## src/pfs_pkg.sv

```systemverilog
package pfs_pkg;

	// widths of the programmable counts
	localparam int CNT_W = 24;
	localparam int LEN_W = 20;
	localparam logic [CNT_W-1:0] CNT_ZERO = 24'h000000;
	localparam logic [CNT_W-1:0] CNT_ONE  = 24'h000001;
	localparam logic [LEN_W-1:0] LEN_ZERO = 20'h00000;
	localparam logic [LEN_W-1:0] LEN_ONE  = 20'h00001;

	// width switch codes, top/center/bottom
	localparam logic [2:0] W_111 = 3'h7;
	localparam logic [2:0] W_110 = 3'h6;
	localparam logic [2:0] W_100 = 3'h4;
	localparam logic [2:0] W_000 = 3'h0;
	localparam logic [2:0] W_011 = 3'h3;
	localparam logic [2:0] W_001 = 3'h1;
	localparam logic [2:0] W_101 = 3'h5;

	// end switch codes, center/bottom
	localparam logic [1:0] E_NONE   = 2'h0;
	localparam logic [1:0] E_BOTTOM = 2'h1;
	localparam logic [1:0] E_BOTH   = 2'h3;

	typedef enum logic [3:0] {
		SZ_UNKNOWN, SZ_A4, SZ_LETTER, SZ_B5, SZ_EXEC, SZ_A5R, SZ_B5R,
		SZ_LETTER_R, SZ_A4R, SZ_A3, SZ_11X17, SZ_B4, SZ_LEGAL
	} pfs_size_e;

	typedef enum logic {SRC_CASSETTE, SRC_MANUAL} pfs_src_e;

	// raw sensor and switch levels from the paper path
	typedef struct packed {
		logic [2:0] width_sw;       // top, center, bottom; 1 = on
		logic       end_top;        // on = cassette absent
		logic       end_center;
		logic       end_bottom;
		logic       stack_surface;  // 1 = lifter rack seen
		logic       media_out;      // 1 = cassette empty
		logic       manual_media;   // 1 = paper on manual feed tray
		logic       last_paper;     // 1 = final manual sheet picked
		logic       leading_edge;   // 1 = sheet under edge sensor
	} pfs_sensor_s;

	// programmable figures from the formatter
	typedef struct packed {
		logic [CNT_W-1:0] lift_timeout;
		logic [CNT_W-1:0] sol_delay;
		logic [CNT_W-1:0] sol_on;
		logic [CNT_W-1:0] align_time;
		logic [LEN_W-1:0] req_length;
		logic [LEN_W-1:0] len_tol;
	} pfs_cfg_s;

	// status back to the formatter
	typedef struct packed {
		logic      lift_fail;
		logic      cassette_absent;
		logic      cassette_empty;
		logic      manual_present;
		logic      manual_absent;
		logic      size_mismatch;
		logic      busy;
		logic      feed_done;
		pfs_size_e size;
	} pfs_status_s;

	// cassette size from width and end switches
	function automatic pfs_size_e pfs_decode(input logic [2:0] w, input logic [1:0] e);
		pfs_size_e s;
		s = SZ_UNKNOWN;
		if (e == E_NONE)
		begin
			case (w)
				W_111: s = SZ_A4;
				W_110: s = SZ_LETTER;
				W_100: s = SZ_B5;
				W_000: s = SZ_EXEC;
				W_011: s = SZ_A5R;
				W_001: s = SZ_B5R;
				W_101: s = SZ_LETTER_R;
				default: s = SZ_UNKNOWN;
			endcase
		end
		else if (e == E_BOTTOM && w == W_101)
			s = SZ_A4R;
		else if (e == E_BOTH)
		begin
			case (w)
				W_111: s = SZ_A3;
				W_110: s = SZ_11X17;
				W_100: s = SZ_B4;
				W_101: s = SZ_LEGAL;
				default: s = SZ_UNKNOWN;
			endcase
		end
		return s;
	endfunction

endpackage

```

## src/pfs_sequencer.sv

```systemverilog
`timescale 1ns/1ps
// What this block does
// - lift cassette at power-up and on insertion
// - run lifter until stack sensor sees rack
// - flag lifter failure on lift timeout
// - print command starts pickup motor
// - cassette solenoid fires at programmed delay
// - manual tray solenoid fires in the same cycle as motor start
// - decode seven sizes, end switches off
// - width 101 plus bottom end gives A4-R
// - both ends on give A3/11x17/B4/Legal
// - top end switch on means cassette absent
// - report cassette out of paper
// - watch manual tray media presence
// - last-paper sensor reports manual media absence
// - leading edge triggers pickup speed alignment
// - flag sheet length mismatch
module pfs_sequencer
	import pfs_pkg::*;
(
	// clock and reset
	input  wire logic   ref_clk,
	input  wire logic   rst,
	// paper path pins
	input  pfs_sensor_s sensor,
	// formatter commands
	input  wire logic   print_cmd,
	input  pfs_src_e    print_src,
	input  pfs_cfg_s    cfg,
	// actuators
	output logic        lifter_motor_ff,
	output logic        pickup_motor_ff,
	output logic        pickup_align_ff,
	output logic        cassette_sol_ff,
	output logic        manual_sol_ff,
	// formatter status
	output pfs_status_s status
);
	typedef enum logic [2:0] {P_IDLE, P_CST_WAIT, P_SOL, P_FEED, P_MEASURE} pfs_pick_e;

	pfs_sensor_s      s_sync;
	pfs_pick_e        pick_ff;
	pfs_src_e         src_ff;
	logic             lift_req_ff;
	logic             lift_fail_ff;
	logic             absent_ff;
	logic             empty_ff;
	logic             man_present_ff;
	logic             man_absent_ff;
	logic             mismatch_ff;
	logic             done_ff;
	logic             busy_ff;
	logic             edge_prev_ff;
	pfs_size_e        size_ff;
	logic [CNT_W-1:0] lift_cnt_ff;
	logic [CNT_W-1:0] pick_cnt_ff;
	logic [CNT_W-1:0] align_cnt_ff;
	logic [LEN_W-1:0] len_cnt_ff;
	logic             edge_rise;
	logic             edge_fall;
	logic             start_ok;
	logic [LEN_W-1:0] len_diff;

	// all pins pass two flops
	pfs_sync #(.W($bits(pfs_sensor_s))) u_sync (
		.ref_clk (ref_clk),
		.rst     (rst),
		.din     (sensor),
		.dout    (s_sync)
	);

	assign edge_rise = s_sync.leading_edge & ~edge_prev_ff;
	assign edge_fall = ~s_sync.leading_edge & edge_prev_ff;
	assign len_diff  = (len_cnt_ff > cfg.req_length) ? len_cnt_ff - cfg.req_length
	                                                 : cfg.req_length - len_cnt_ff;
	// pickup allowed only with a ready source
	assign start_ok  = (print_src == SRC_CASSETTE)
		? (~s_sync.end_top & ~s_sync.media_out & ~lifter_motor_ff & ~lift_fail_ff)
		: (s_sync.manual_media & ~man_absent_ff);

	// edge history for the leading edge sensor
	always_ff @(posedge ref_clk)
	begin
		if (rst)
			edge_prev_ff <= 1'b0;
		else
			edge_prev_ff <= s_sync.leading_edge;
	end

	// lift request: power-up and cassette insertion
	always_ff @(posedge ref_clk)
	begin
		if (rst)
		begin
			lift_req_ff <= 1'b1;
			absent_ff   <= 1'b0;
		end
		else
		begin
			absent_ff <= s_sync.end_top;
			if (absent_ff & ~s_sync.end_top)
				lift_req_ff <= 1'b1;
			else if (lifter_motor_ff | s_sync.end_top)
				lift_req_ff <= 1'b0;
		end
	end

	// lifter motor and failure timer
	always_ff @(posedge ref_clk)
	begin
		if (rst)
		begin
			lifter_motor_ff <= 1'b0;
			lift_fail_ff    <= 1'b0;
			lift_cnt_ff     <= CNT_ZERO;
		end
		else if (lifter_motor_ff)
		begin
			lift_cnt_ff <= lift_cnt_ff + CNT_ONE;
			if (s_sync.stack_surface | s_sync.end_top)
				lifter_motor_ff <= 1'b0;
			else if (lift_cnt_ff >= cfg.lift_timeout)
			begin
				lifter_motor_ff <= 1'b0;
				lift_fail_ff    <= 1'b1;
			end
		end
		else if (lift_req_ff & ~s_sync.end_top & pick_ff == P_IDLE)
		begin
			lifter_motor_ff <= ~s_sync.stack_surface;
			lift_fail_ff    <= 1'b0;
			lift_cnt_ff     <= CNT_ZERO;
		end
	end

	// media presence flags
	always_ff @(posedge ref_clk)
	begin
		if (rst)
		begin
			empty_ff       <= 1'b0;
			man_present_ff <= 1'b0;
			man_absent_ff  <= 1'b0;
			size_ff        <= SZ_UNKNOWN;
		end
		else
		begin
			empty_ff       <= s_sync.media_out & ~s_sync.end_top;
			man_present_ff <= s_sync.manual_media;
			size_ff        <= pfs_decode(s_sync.width_sw,
				{s_sync.end_center, s_sync.end_bottom});
			if (s_sync.last_paper & src_ff == SRC_MANUAL & pick_ff != P_IDLE)
				man_absent_ff <= 1'b1;
			else if (~s_sync.last_paper & ~s_sync.manual_media)
				man_absent_ff <= 1'b0; // tray emptied, wait for reload
			else if (~s_sync.last_paper & pick_ff == P_IDLE & ~man_present_ff
				& s_sync.manual_media)
				man_absent_ff <= 1'b0; // reloaded
		end
	end

	// pickup and feed sequence
	always_ff @(posedge ref_clk)
	begin
		if (rst)
		begin
			pick_ff         <= P_IDLE;
			src_ff          <= SRC_CASSETTE;
			pickup_motor_ff <= 1'b0;
			cassette_sol_ff <= 1'b0;
			manual_sol_ff   <= 1'b0;
			pick_cnt_ff     <= CNT_ZERO;
			len_cnt_ff      <= LEN_ZERO;
			mismatch_ff     <= 1'b0;
			done_ff         <= 1'b0;
			busy_ff         <= 1'b0;
		end
		else
		begin
			done_ff <= 1'b0;
			unique case (pick_ff)
				P_IDLE:
				begin
					if (print_cmd & start_ok & ~lifter_motor_ff)
					begin
						pickup_motor_ff <= 1'b1;
						busy_ff         <= 1'b1;
						src_ff          <= print_src;
						pick_cnt_ff     <= CNT_ZERO;
						mismatch_ff     <= 1'b0;
						if (print_src == SRC_CASSETTE)
							pick_ff <= P_CST_WAIT;
						else
						begin
							manual_sol_ff <= 1'b1;
							pick_ff       <= P_SOL;
						end
					end
				end
				P_CST_WAIT:
				begin
					pick_cnt_ff <= pick_cnt_ff + CNT_ONE;
					if (pick_cnt_ff >= cfg.sol_delay)
					begin
						cassette_sol_ff <= 1'b1;
						pick_cnt_ff     <= CNT_ZERO;
						pick_ff         <= P_SOL;
					end
				end
				P_SOL:
				begin
					pick_cnt_ff <= pick_cnt_ff + CNT_ONE;
					if (pick_cnt_ff >= cfg.sol_on)
					begin
						cassette_sol_ff <= 1'b0;
						manual_sol_ff   <= 1'b0;
						pick_ff         <= P_FEED;
					end
				end
				P_FEED:
				begin
					// the rise cycle is the sheet's first cycle
					len_cnt_ff <= edge_rise ? LEN_ONE : LEN_ZERO;
					if (edge_rise)
						pick_ff <= P_MEASURE;
				end
				P_MEASURE:
				begin
					len_cnt_ff <= len_cnt_ff + LEN_ONE;
					if (edge_fall)
					begin
						mismatch_ff     <= (len_diff > cfg.len_tol);
						pickup_motor_ff <= 1'b0;
						busy_ff         <= 1'b0;
						done_ff         <= 1'b1;
						pick_ff         <= P_IDLE;
					end
				end
			endcase
		end
	end

	// speed alignment window after the leading edge
	always_ff @(posedge ref_clk)
	begin
		if (rst)
		begin
			pickup_align_ff <= 1'b0;
			align_cnt_ff    <= CNT_ZERO;
		end
		else if (pick_ff == P_FEED & edge_rise)
		begin
			pickup_align_ff <= 1'b1;
			align_cnt_ff    <= CNT_ZERO;
		end
		else if (pickup_align_ff)
		begin
			align_cnt_ff <= align_cnt_ff + CNT_ONE;
			if (align_cnt_ff >= cfg.align_time | pick_ff == P_IDLE)
				pickup_align_ff <= 1'b0;
		end
	end

	// status bits, all from flops
	assign status = '{lift_fail: lift_fail_ff, cassette_absent: absent_ff,
		cassette_empty: empty_ff, manual_present: man_present_ff,
		manual_absent: man_absent_ff, size_mismatch: mismatch_ff,
		busy: busy_ff, feed_done: done_ff, size: size_ff};

	// checks
	property p_lift_stop;
		@(posedge ref_clk) disable iff (rst)
		lifter_motor_ff & s_sync.stack_surface |=> ~lifter_motor_ff;
	endproperty
	a_lift_stop: assert property (p_lift_stop) else $error("lifter ran past stack");

	property p_lift_fail;
		@(posedge ref_clk) disable iff (rst)
		$rose(lift_fail_ff) |-> $past(lifter_motor_ff) & ~lifter_motor_ff;
	endproperty
	a_lift_fail: assert property (p_lift_fail) else $error("fail without timeout");

	property p_power_lift;
		@(posedge ref_clk) disable iff (rst)
		~rst & lift_req_ff & ~s_sync.end_top & ~s_sync.stack_surface & pick_ff == P_IDLE
			& ~lifter_motor_ff |=> lifter_motor_ff;
	endproperty
	a_power_lift: assert property (p_power_lift) else $error("lift not started");

	property p_pick_start;
		@(posedge ref_clk) disable iff (rst)
		pick_ff == P_IDLE & print_cmd & start_ok & ~lifter_motor_ff
			|=> pickup_motor_ff & pick_ff != P_IDLE;
	endproperty
	a_pick_start: assert property (p_pick_start) else $error("motor not started");

	property p_cst_sol;
		@(posedge ref_clk) disable iff (rst)
		$rose(cassette_sol_ff) |-> pickup_motor_ff & src_ff == SRC_CASSETTE
			& $past(pick_ff) == P_CST_WAIT;
	endproperty
	a_cst_sol: assert property (p_cst_sol) else $error("cassette solenoid early");

	property p_man_sol;
		@(posedge ref_clk) disable iff (rst)
		$rose(manual_sol_ff) |-> $rose(pickup_motor_ff) & src_ff == SRC_MANUAL;
	endproperty
	a_man_sol: assert property (p_man_sol) else $error("manual solenoid wrong");

	property p_size;
		@(posedge ref_clk) disable iff (rst)
		~rst |=> size_ff == pfs_decode($past(s_sync.width_sw),
			{$past(s_sync.end_center), $past(s_sync.end_bottom)});
	endproperty
	a_size: assert property (p_size) else $error("size decode stale");

	property p_absent;
		@(posedge ref_clk) disable iff (rst)
		s_sync.end_top |=> status.cassette_absent;
	endproperty
	a_absent: assert property (p_absent) else $error("absence not shown");

	property p_empty;
		@(posedge ref_clk) disable iff (rst)
		s_sync.media_out & ~s_sync.end_top |=> status.cassette_empty;
	endproperty
	a_empty: assert property (p_empty) else $error("empty not shown");

	property p_last;
		@(posedge ref_clk) disable iff (rst)
		s_sync.last_paper & src_ff == SRC_MANUAL & pick_ff != P_IDLE |=> man_absent_ff;
	endproperty
	a_last: assert property (p_last) else $error("last sheet missed");

	property p_align;
		@(posedge ref_clk) disable iff (rst)
		pick_ff == P_FEED & edge_rise |=> pickup_align_ff ##1 pickup_motor_ff;
	endproperty
	a_align: assert property (p_align) else $error("no alignment");

	property p_mismatch;
		@(posedge ref_clk) disable iff (rst)
		$rose(mismatch_ff) |-> done_ff & $past(pick_ff) == P_MEASURE;
	endproperty
	a_mismatch: assert property (p_mismatch) else $error("mismatch off-sheet");

	c_cst_feed: cover property (@(posedge ref_clk) disable iff (rst)
		$rose(cassette_sol_ff) ##[1:1000] done_ff);
	c_man_feed: cover property (@(posedge ref_clk) disable iff (rst)
		$rose(manual_sol_ff) ##[1:1000] done_ff);
	c_lift_fail: cover property (@(posedge ref_clk) disable iff (rst) $rose(lift_fail_ff));
	c_mismatch: cover property (@(posedge ref_clk) disable iff (rst) $rose(mismatch_ff));
endmodule

```

## src/pfs_sync.sv

```systemverilog
`timescale 1ns/1ps
// two-stage synchroniser for pin levels
module pfs_sync #(
	parameter int W = 1
) (
	input  wire logic         ref_clk,
	input  wire logic         rst,
	input  wire logic [W-1:0] din,
	output logic      [W-1:0] dout
);
	logic [W-1:0] meta_ff;

	// first stage feeds only the second
	always_ff @(posedge ref_clk)
	begin
		if (rst)
		begin
			meta_ff <= '0;
			dout    <= '0;
		end
		else
		begin
			meta_ff <= din;
			dout    <= meta_ff;
		end
	end
endmodule

```

## config.mk

```make
export PLATFORM = sky130hd
export DESIGN_NAME = pfs_sequencer
export DESIGN_NICKNAME = d
export VERILOG_FILES = /design/src/pfs_pkg.sv /design/src/pfs_sequencer.sv /design/src/pfs_sync.sv
export SDC_FILE = /design/constraint.sdc
export NUM_CORES = 1
export LEC_CHECK = 0
export BUFFER_PORTS_ARGS = -buffer_cell sky130_fd_sc_hd__buf_2
export CORE_ASPECT_RATIO = 2
export CORE_UTILIZATION = 42
export CTS_CLUSTER_SIZE = 25
export DETAILED_ROUTE_END_ITERATION = 12
export PLACE_DENSITY = 0.63
export REMOVE_ABC_BUFFERS = 1
export SYNTH_ARGS = -nofsm -noshare
export SYNTH_HDL_FRONTEND = slang
export SYNTH_SLANG_ARGS = --single-unit
```

## constraint.sdc

```tcl
create_clock -name ref_clk -period 9.1 [get_ports ref_clk]
set_input_delay 0.455 -clock ref_clk [delete_from_list [all_inputs] [get_ports ref_clk]]
set_output_delay 0.455 -clock ref_clk [all_outputs]
set_load 0.1 [all_outputs]
```

### Word-level counts from Yosys, hierarchy flattened

Index checks and enable logic that the tools add are counted.

* flip-flop bits (word level): 136
* input port bits: 151
* output and inout port bits: 17
* word-level logic and storage cells: 159

* add/subtract/negate cells: 6
* order comparisons: 6
* equality and inequality tests: 20
* multiplexer cells: 48
* bitwise logic cells: 34
* reductions and logical operators: 22

Operators with widths (count)
* >= comparator 24 bit: 4
* two-way mux 24 bit: 4
* adder 24 x 1 -> 24 bit (second input constant): 3
* one-hot mux 24 bit (3 select lines): 1
* greater-than comparator 20 bit: 2
* one-hot mux 20 bit (2 select lines): 1
* subtractor 20 bit: 2
* two-way mux 1 bit: 25
* one-hot mux 3 bit (7 select lines): 1
* adder 20 x 1 -> 20 bit (second input constant): 1
* two-way mux 20 bit: 1
* bitwise AND 1 bit: 19
* one-hot mux 4 bit (4 select lines): 1
* equality test 3 bit (second input constant): 5
* two-way mux 3 bit: 5
* one-hot mux 3 bit (5 select lines): 1
* != test 2 bit (second input constant): 7
* two-way mux 4 bit: 3
* inverter 1 bit: 12
* nonzero test 2 bit: 5
* equality test 3 x 2 -> 1 bit (second input constant): 3
* AND reduction 3 bit: 3
* nonzero test 3 bit: 3
* one-hot mux 1 bit (2 select lines): 4
* 13 further kinds: 20

### Logic depth before layout (Yosys ltp)

* depth in word-level cells: 9
* mapped depth: 21
* gate-level depth less buffers: 19

### Modules after synthesis

From an unflattened synthesis, not the netlist that was laid out.

* cells, all modules: 1346
* area total of the unflattened synthesis: 10631.4 um^2

By module, submodules not included
* pfs_sequencer: instances 1, cells an instance 1300, area an instance 9990.8 um^2
* pfs_sync: instances 1, cells an instance 46, area an instance 640.6 um^2

### Least setup slack after synthesis

Ideal clock, no wire load.

* path type: in2reg
* from: in cfg[37] (netlist bit)
* to: reg mismatch_ff
* arrival: 3.583 ns
* data required time: 8.977 ns
* slack: 5.395 ns
* cell stages on the path: 19
* path through: inv_1 ha_1 buf_6 a21o_1 a221o_1 a21oi_1 a31oi_1 buf_6 buf_6 a31oi_1 xor2_1 ha_1 a21o_1 a21o_1 a21o_1 a21o_1 a21o_1 a211oi_1 o21ai_0

* word-level cells in the longest chain between the ends: 5

Ends and longest elaborated chain
* start: declaration: RTL line pfs_sequencer.sv:29 `input pfs_cfg_s cfg,`
* subtractor 20 bit (tied with other cells): RTL line pfs_sequencer.sv:75 `: cfg.req_length - len_cnt_ff;`
* two-way mux 20 bit *: RTL line pfs_sequencer.sv:74 `assign len_diff = (len_cnt_ff > cfg.req_length) ? len_cnt_ff - cfg.req_length`
* greater-than comparator 20 bit *: RTL line pfs_sequencer.sv:232 `mismatch_ff <= (len_diff > cfg.len_tol);`
* two-way mux 1 bit *: RTL line pfs_sequencer.sv:230 `if (edge_fall)`
* one-hot mux 1 bit (2 select lines) *: RTL line pfs_sequencer.sv:181 `unique case (pick_ff)`
* end signal: assignment: RTL line pfs_sequencer.sv:232
* end: declaration: RTL line pfs_sequencer.sv:50 `logic mismatch_ff;`

Mark *: on every way between the ends. The rest lies on a longest branch, timed or not. The select of a mux whose other input is x is not followed.
A chain may end at the register's enable or synchronous reset.

### Worst setup path in the final report

* from: reg len_cnt_ff[0]
* to: reg mismatch_ff

* word-level cells in the longest chain between the ends: 5

Ends and longest elaborated chain
* start: declaration: RTL line pfs_sequencer.sv:58 `logic [LEN_W-1:0] len_cnt_ff;`
* start signal: assignment: RTL line pfs_sequencer.sv:223 `len_cnt_ff <= edge_rise ? LEN_ONE : LEN_ZERO;`
* start signal: assignment: RTL line pfs_sequencer.sv:229 `len_cnt_ff <= len_cnt_ff + LEN_ONE;`
* subtractor 20 bit (tied with other cells): RTL line pfs_sequencer.sv:75
* two-way mux 20 bit *: RTL line pfs_sequencer.sv:74
* greater-than comparator 20 bit *: RTL line pfs_sequencer.sv:232
* two-way mux 1 bit *: RTL line pfs_sequencer.sv:230
* one-hot mux 1 bit (2 select lines) *: RTL line pfs_sequencer.sv:181

Marks and branches as above.

==> impl_metrics.toml <==
[worst_hold_path]
hp-start = "sensor[7]"
min_path_cells = 2
worstHoldEndpoint = "u_sync.meta_ff[7]"
hp-class = "in2reg"

[timing]
tightest_slew_ns = 0.929
clock_skew_ns = 0.00903
rsz0062_at_grt = "no"
relSlewSlack = 0.381
finalCritPeriodShare = 0.472
clock.fmax_ghz = 0.233
tns_ns = 0
slew_viol_final = 0
period_needed_ns = 4.30
finalHoldViolCount = 0
setup_violations = 0

[worst_setup_path]
start_kind = "register"
critPathMaxFanout = 29
ff2ff_setup_slack_ns = 4.80
cp.required_ns = 9.41
crit_type = "reg2reg"
r2r_cells = 20
crit_arrival_ns = 4.61
crit_start = "len_cnt_ff[0]"
r2r_start = "len_cnt_ff[0]"
timing.rr.end = "mismatch_ff"
cp-end-kind = "register"

[yosys]
seq_area_frac_synth = 0.256
ys_ff_latch = 136
postSynthAreaPerCell_um2 = 7.87
synth-warning-count = 0
synth_area_leaders = "dfxtp_1, ha_1, inv_1, a21oi_1, nor2_1"
ys_types = 69
mappedNetlistArea_um2 = 10600
synthFlopType = "dfxtp_1"
synth_area_leader_cell = "dfxtp_1"
synthTopCellsByCount = "inv_1, ha_1, nor2_1, dfxtp_1, a21oi_1"
synth-edff-count = 0
async_reset_ff_frac = 0
yosysMostFrequentCell = "inv_1"
netlist.area_leader.share = 0.256
netlist_instances = 1350

[global_routing]
gr-total-overflow = 0
grt_usage = 0.215
grt_pass1_vias = 9584
grt_pass1_wl_um = 43700
grt_max_degree = 51
antenna_found_initial = 2

[detailed_routing]
viasPerCell = 5.29
drtIter0Drc = 391
drtAntennaViolNets = 0
wl_per_cell_um = 14.6
drt_pass1_iterations = 9
wirelength_um = 27000
vias = 9762
post-route-drc-count = 2

[floorplanning]
die_height_um = 227
core_area_um2 = 24900
die-area_um2 = 26000
ios = 168
start_util = 0.426
row_count = 82
die_w_um = 114

[cts]
cts_buffers = 17
cts.hold.buffers_added = 0
clkSinkCount = 136
clkLatencyLatePin_ns = 0.43
cts_resized = 0
cts_max_path_buffers = 2
post_cts_buffers = 0
cts_tree = "yes"
clk_pin_slew_ns = 0.06
cts.htree.levels = 4
cts-root-buf = "clkbuf_16"

[placement]
gp_congestion = 0.899
hpwlAfterDp_um = 21900
numPortBuffers = 167

[finish]
nNetsFinal = 1806
drive_gt1_frac = 0.150
area_growth_syn_to_layout_pct = 15.0
num-fill-cells = 2537

[pwr]
switching_share = 0.331
comb_power_share = 0.245
total_power_mw = 1.73
vdd_drop_max_mv = 0.132
p_switching_mw = 0.573
cellLeakagePower_nw = 5.93
p_int_mw = 1.16
power_frac_clock = 0.377
powerDensity_nw_per_um2 = 142
power.share.sequential = 0.379

[status]
violations = "design-rule violations"
status = "finished, violations left"

[flow_run]
cap_viol_max_count = 0
final cells by class:
| cell class | instances | area, um^2 | area share |
|---|---|---|---|
| antenna | 2 | 5.00 | 0.000410 |
| clock buffer | 22 | 474 | 0.0388 |
| clock inverter | 9 | 75.1 | 0.00615 |
| inverter | 173 | 649 | 0.0532 |
| multi-input combinational | 994 | 6990 | 0.573 |
| sequential | 136 | 2720 | 0.223 |
| tap | 336 | 420 | 0.0344 |
| timing repair buffer | 172 | 876 | 0.0717 |
logic make-up (layout without fill, tap and decap cells):
kind of cell / after synthesis / after routing / share of synthesized area
muxes: 17 / 17 / 0.0166
xor gates and xnor gates: 70 / 70 / 0.0577
DFF: 136 / 136 / 0.256
other: 0 / 2 / 0
and+or+nand+nor: 451 / 451 / 0.213
buffers and inverters: 220 / 376 / 0.0855
AOI/OAI and AO/OA: 295 / 295 / 0.180
adders and majority gates: 161 / 161 / 0.191
power groups by stage:
| stage | registers, mW | clock network (mW) | logic, mW |
|---|---|---|---|
| floorplan | 0.721 | 0 | 0.235 |
| global placement | 0.668 | 0 | 0.423 |
| detailed placement | 0.668 | 0 | 0.426 |
| global route | 0.661 | 0.691 | 0.473 |
| CTS | 0.656 | 0.672 | 0.429 |
| finish | 0.656 | 0.652 | 0.423 |
per-layer routing:
layer	global-route usage	wire (um)	vias to the layer above	share of wire
li1	-	-	4972	-
met1	0.199	9890	4503	0.37
met2	0.425	15100	215	0.56
met3	0.0358	879	72	0.033
met4	0.129	1130	0	0.042
met5	0	0	-	0
cells in the final DEF, fill, tap and decap left out, drive strengths merged, types with 6 or more instances in the layout:
master  instances
a211oi         14
inv           173
nand2b         17
clkinv          6
nor2b          34
a31oi          10
nand3          52
o21bai          8
mux2i          12
and3           13
nor3           22
or2             8
clkbuf         22
and4           10
buf           172
or3            11
nor2          137
a21o           52
dfxtp         136
o21a            9
a21oi         106
a22oi           7
nand4          47
nand2          80
o211ai         16
xnor2          34
ha            159
xor2           36
o21ai          37
how the worst max path moves through the flow:
stage | end | slack (ns) | cells after the start
after detailed placement | mismatch_ff | 4.74 | 19
after global routing | mismatch_ff | 4.52 | 19
after CTS | mismatch_ff | 4.85 | 20
final | mismatch_ff | 4.80 | 20
after global placement | mismatch_ff | 4.84 | 19
after floorplan | mismatch_ff | 4.13 | 17
worst max-delay path, stage by stage (launching register included):
cell and delay [ns]:
dfxtp_1 0.37, inv_1 0.08, ha_1 0.15, inv_1 0.05, fa_1 0.40, a211oi_1 0.29, o21bai_1 0.22, o211ai_1 0.27
a31oi_2 0.12, buf_4 0.27, nor3b_1 0.25, a31oi_1 0.07, xor2_1 0.17, ha_1 0.29, a21o_1 0.17, a21o_1 0.17
a21o_1 0.17, a21o_1 0.17, a21o_1 0.17, a211oi_1 0.23, o21ai_0 0.10
flip-flops by register name (all words and copies together) (netlist names), 3 cells and up:
signal / cells
len_cnt_ff: 20
u_sync.dout: 11
pick_ff: 3
u_sync.meta_ff: 11
align_cnt_ff: 24
size_ff: 4
lift_cnt_ff: 24
pick_cnt_ff: 24
stage by stage:
step | hold slack [ns] | setup WS [ns] | instance area, um^2 | util | instances
5_1_grt | 0.238 | 4.52 | 12200 | 0.490 | 1844
3_3_place_gp | 0.416 | 4.84 | 11700 | 0.468 | 1811
2_1_floorplan | 0.414 | 4.13 | 10400 | - | 1303
3_5_place_dp | 0.420 | 4.74 | 11700 | 0.468 | 1811
6_report | 0.236 | 4.80 | 12200 | 0.490 | 1844
4_1_cts | 0.210 | 4.85 | 12200 | 0.490 | 1842
No activity file was read; power rests on OpenSTA's default activity.
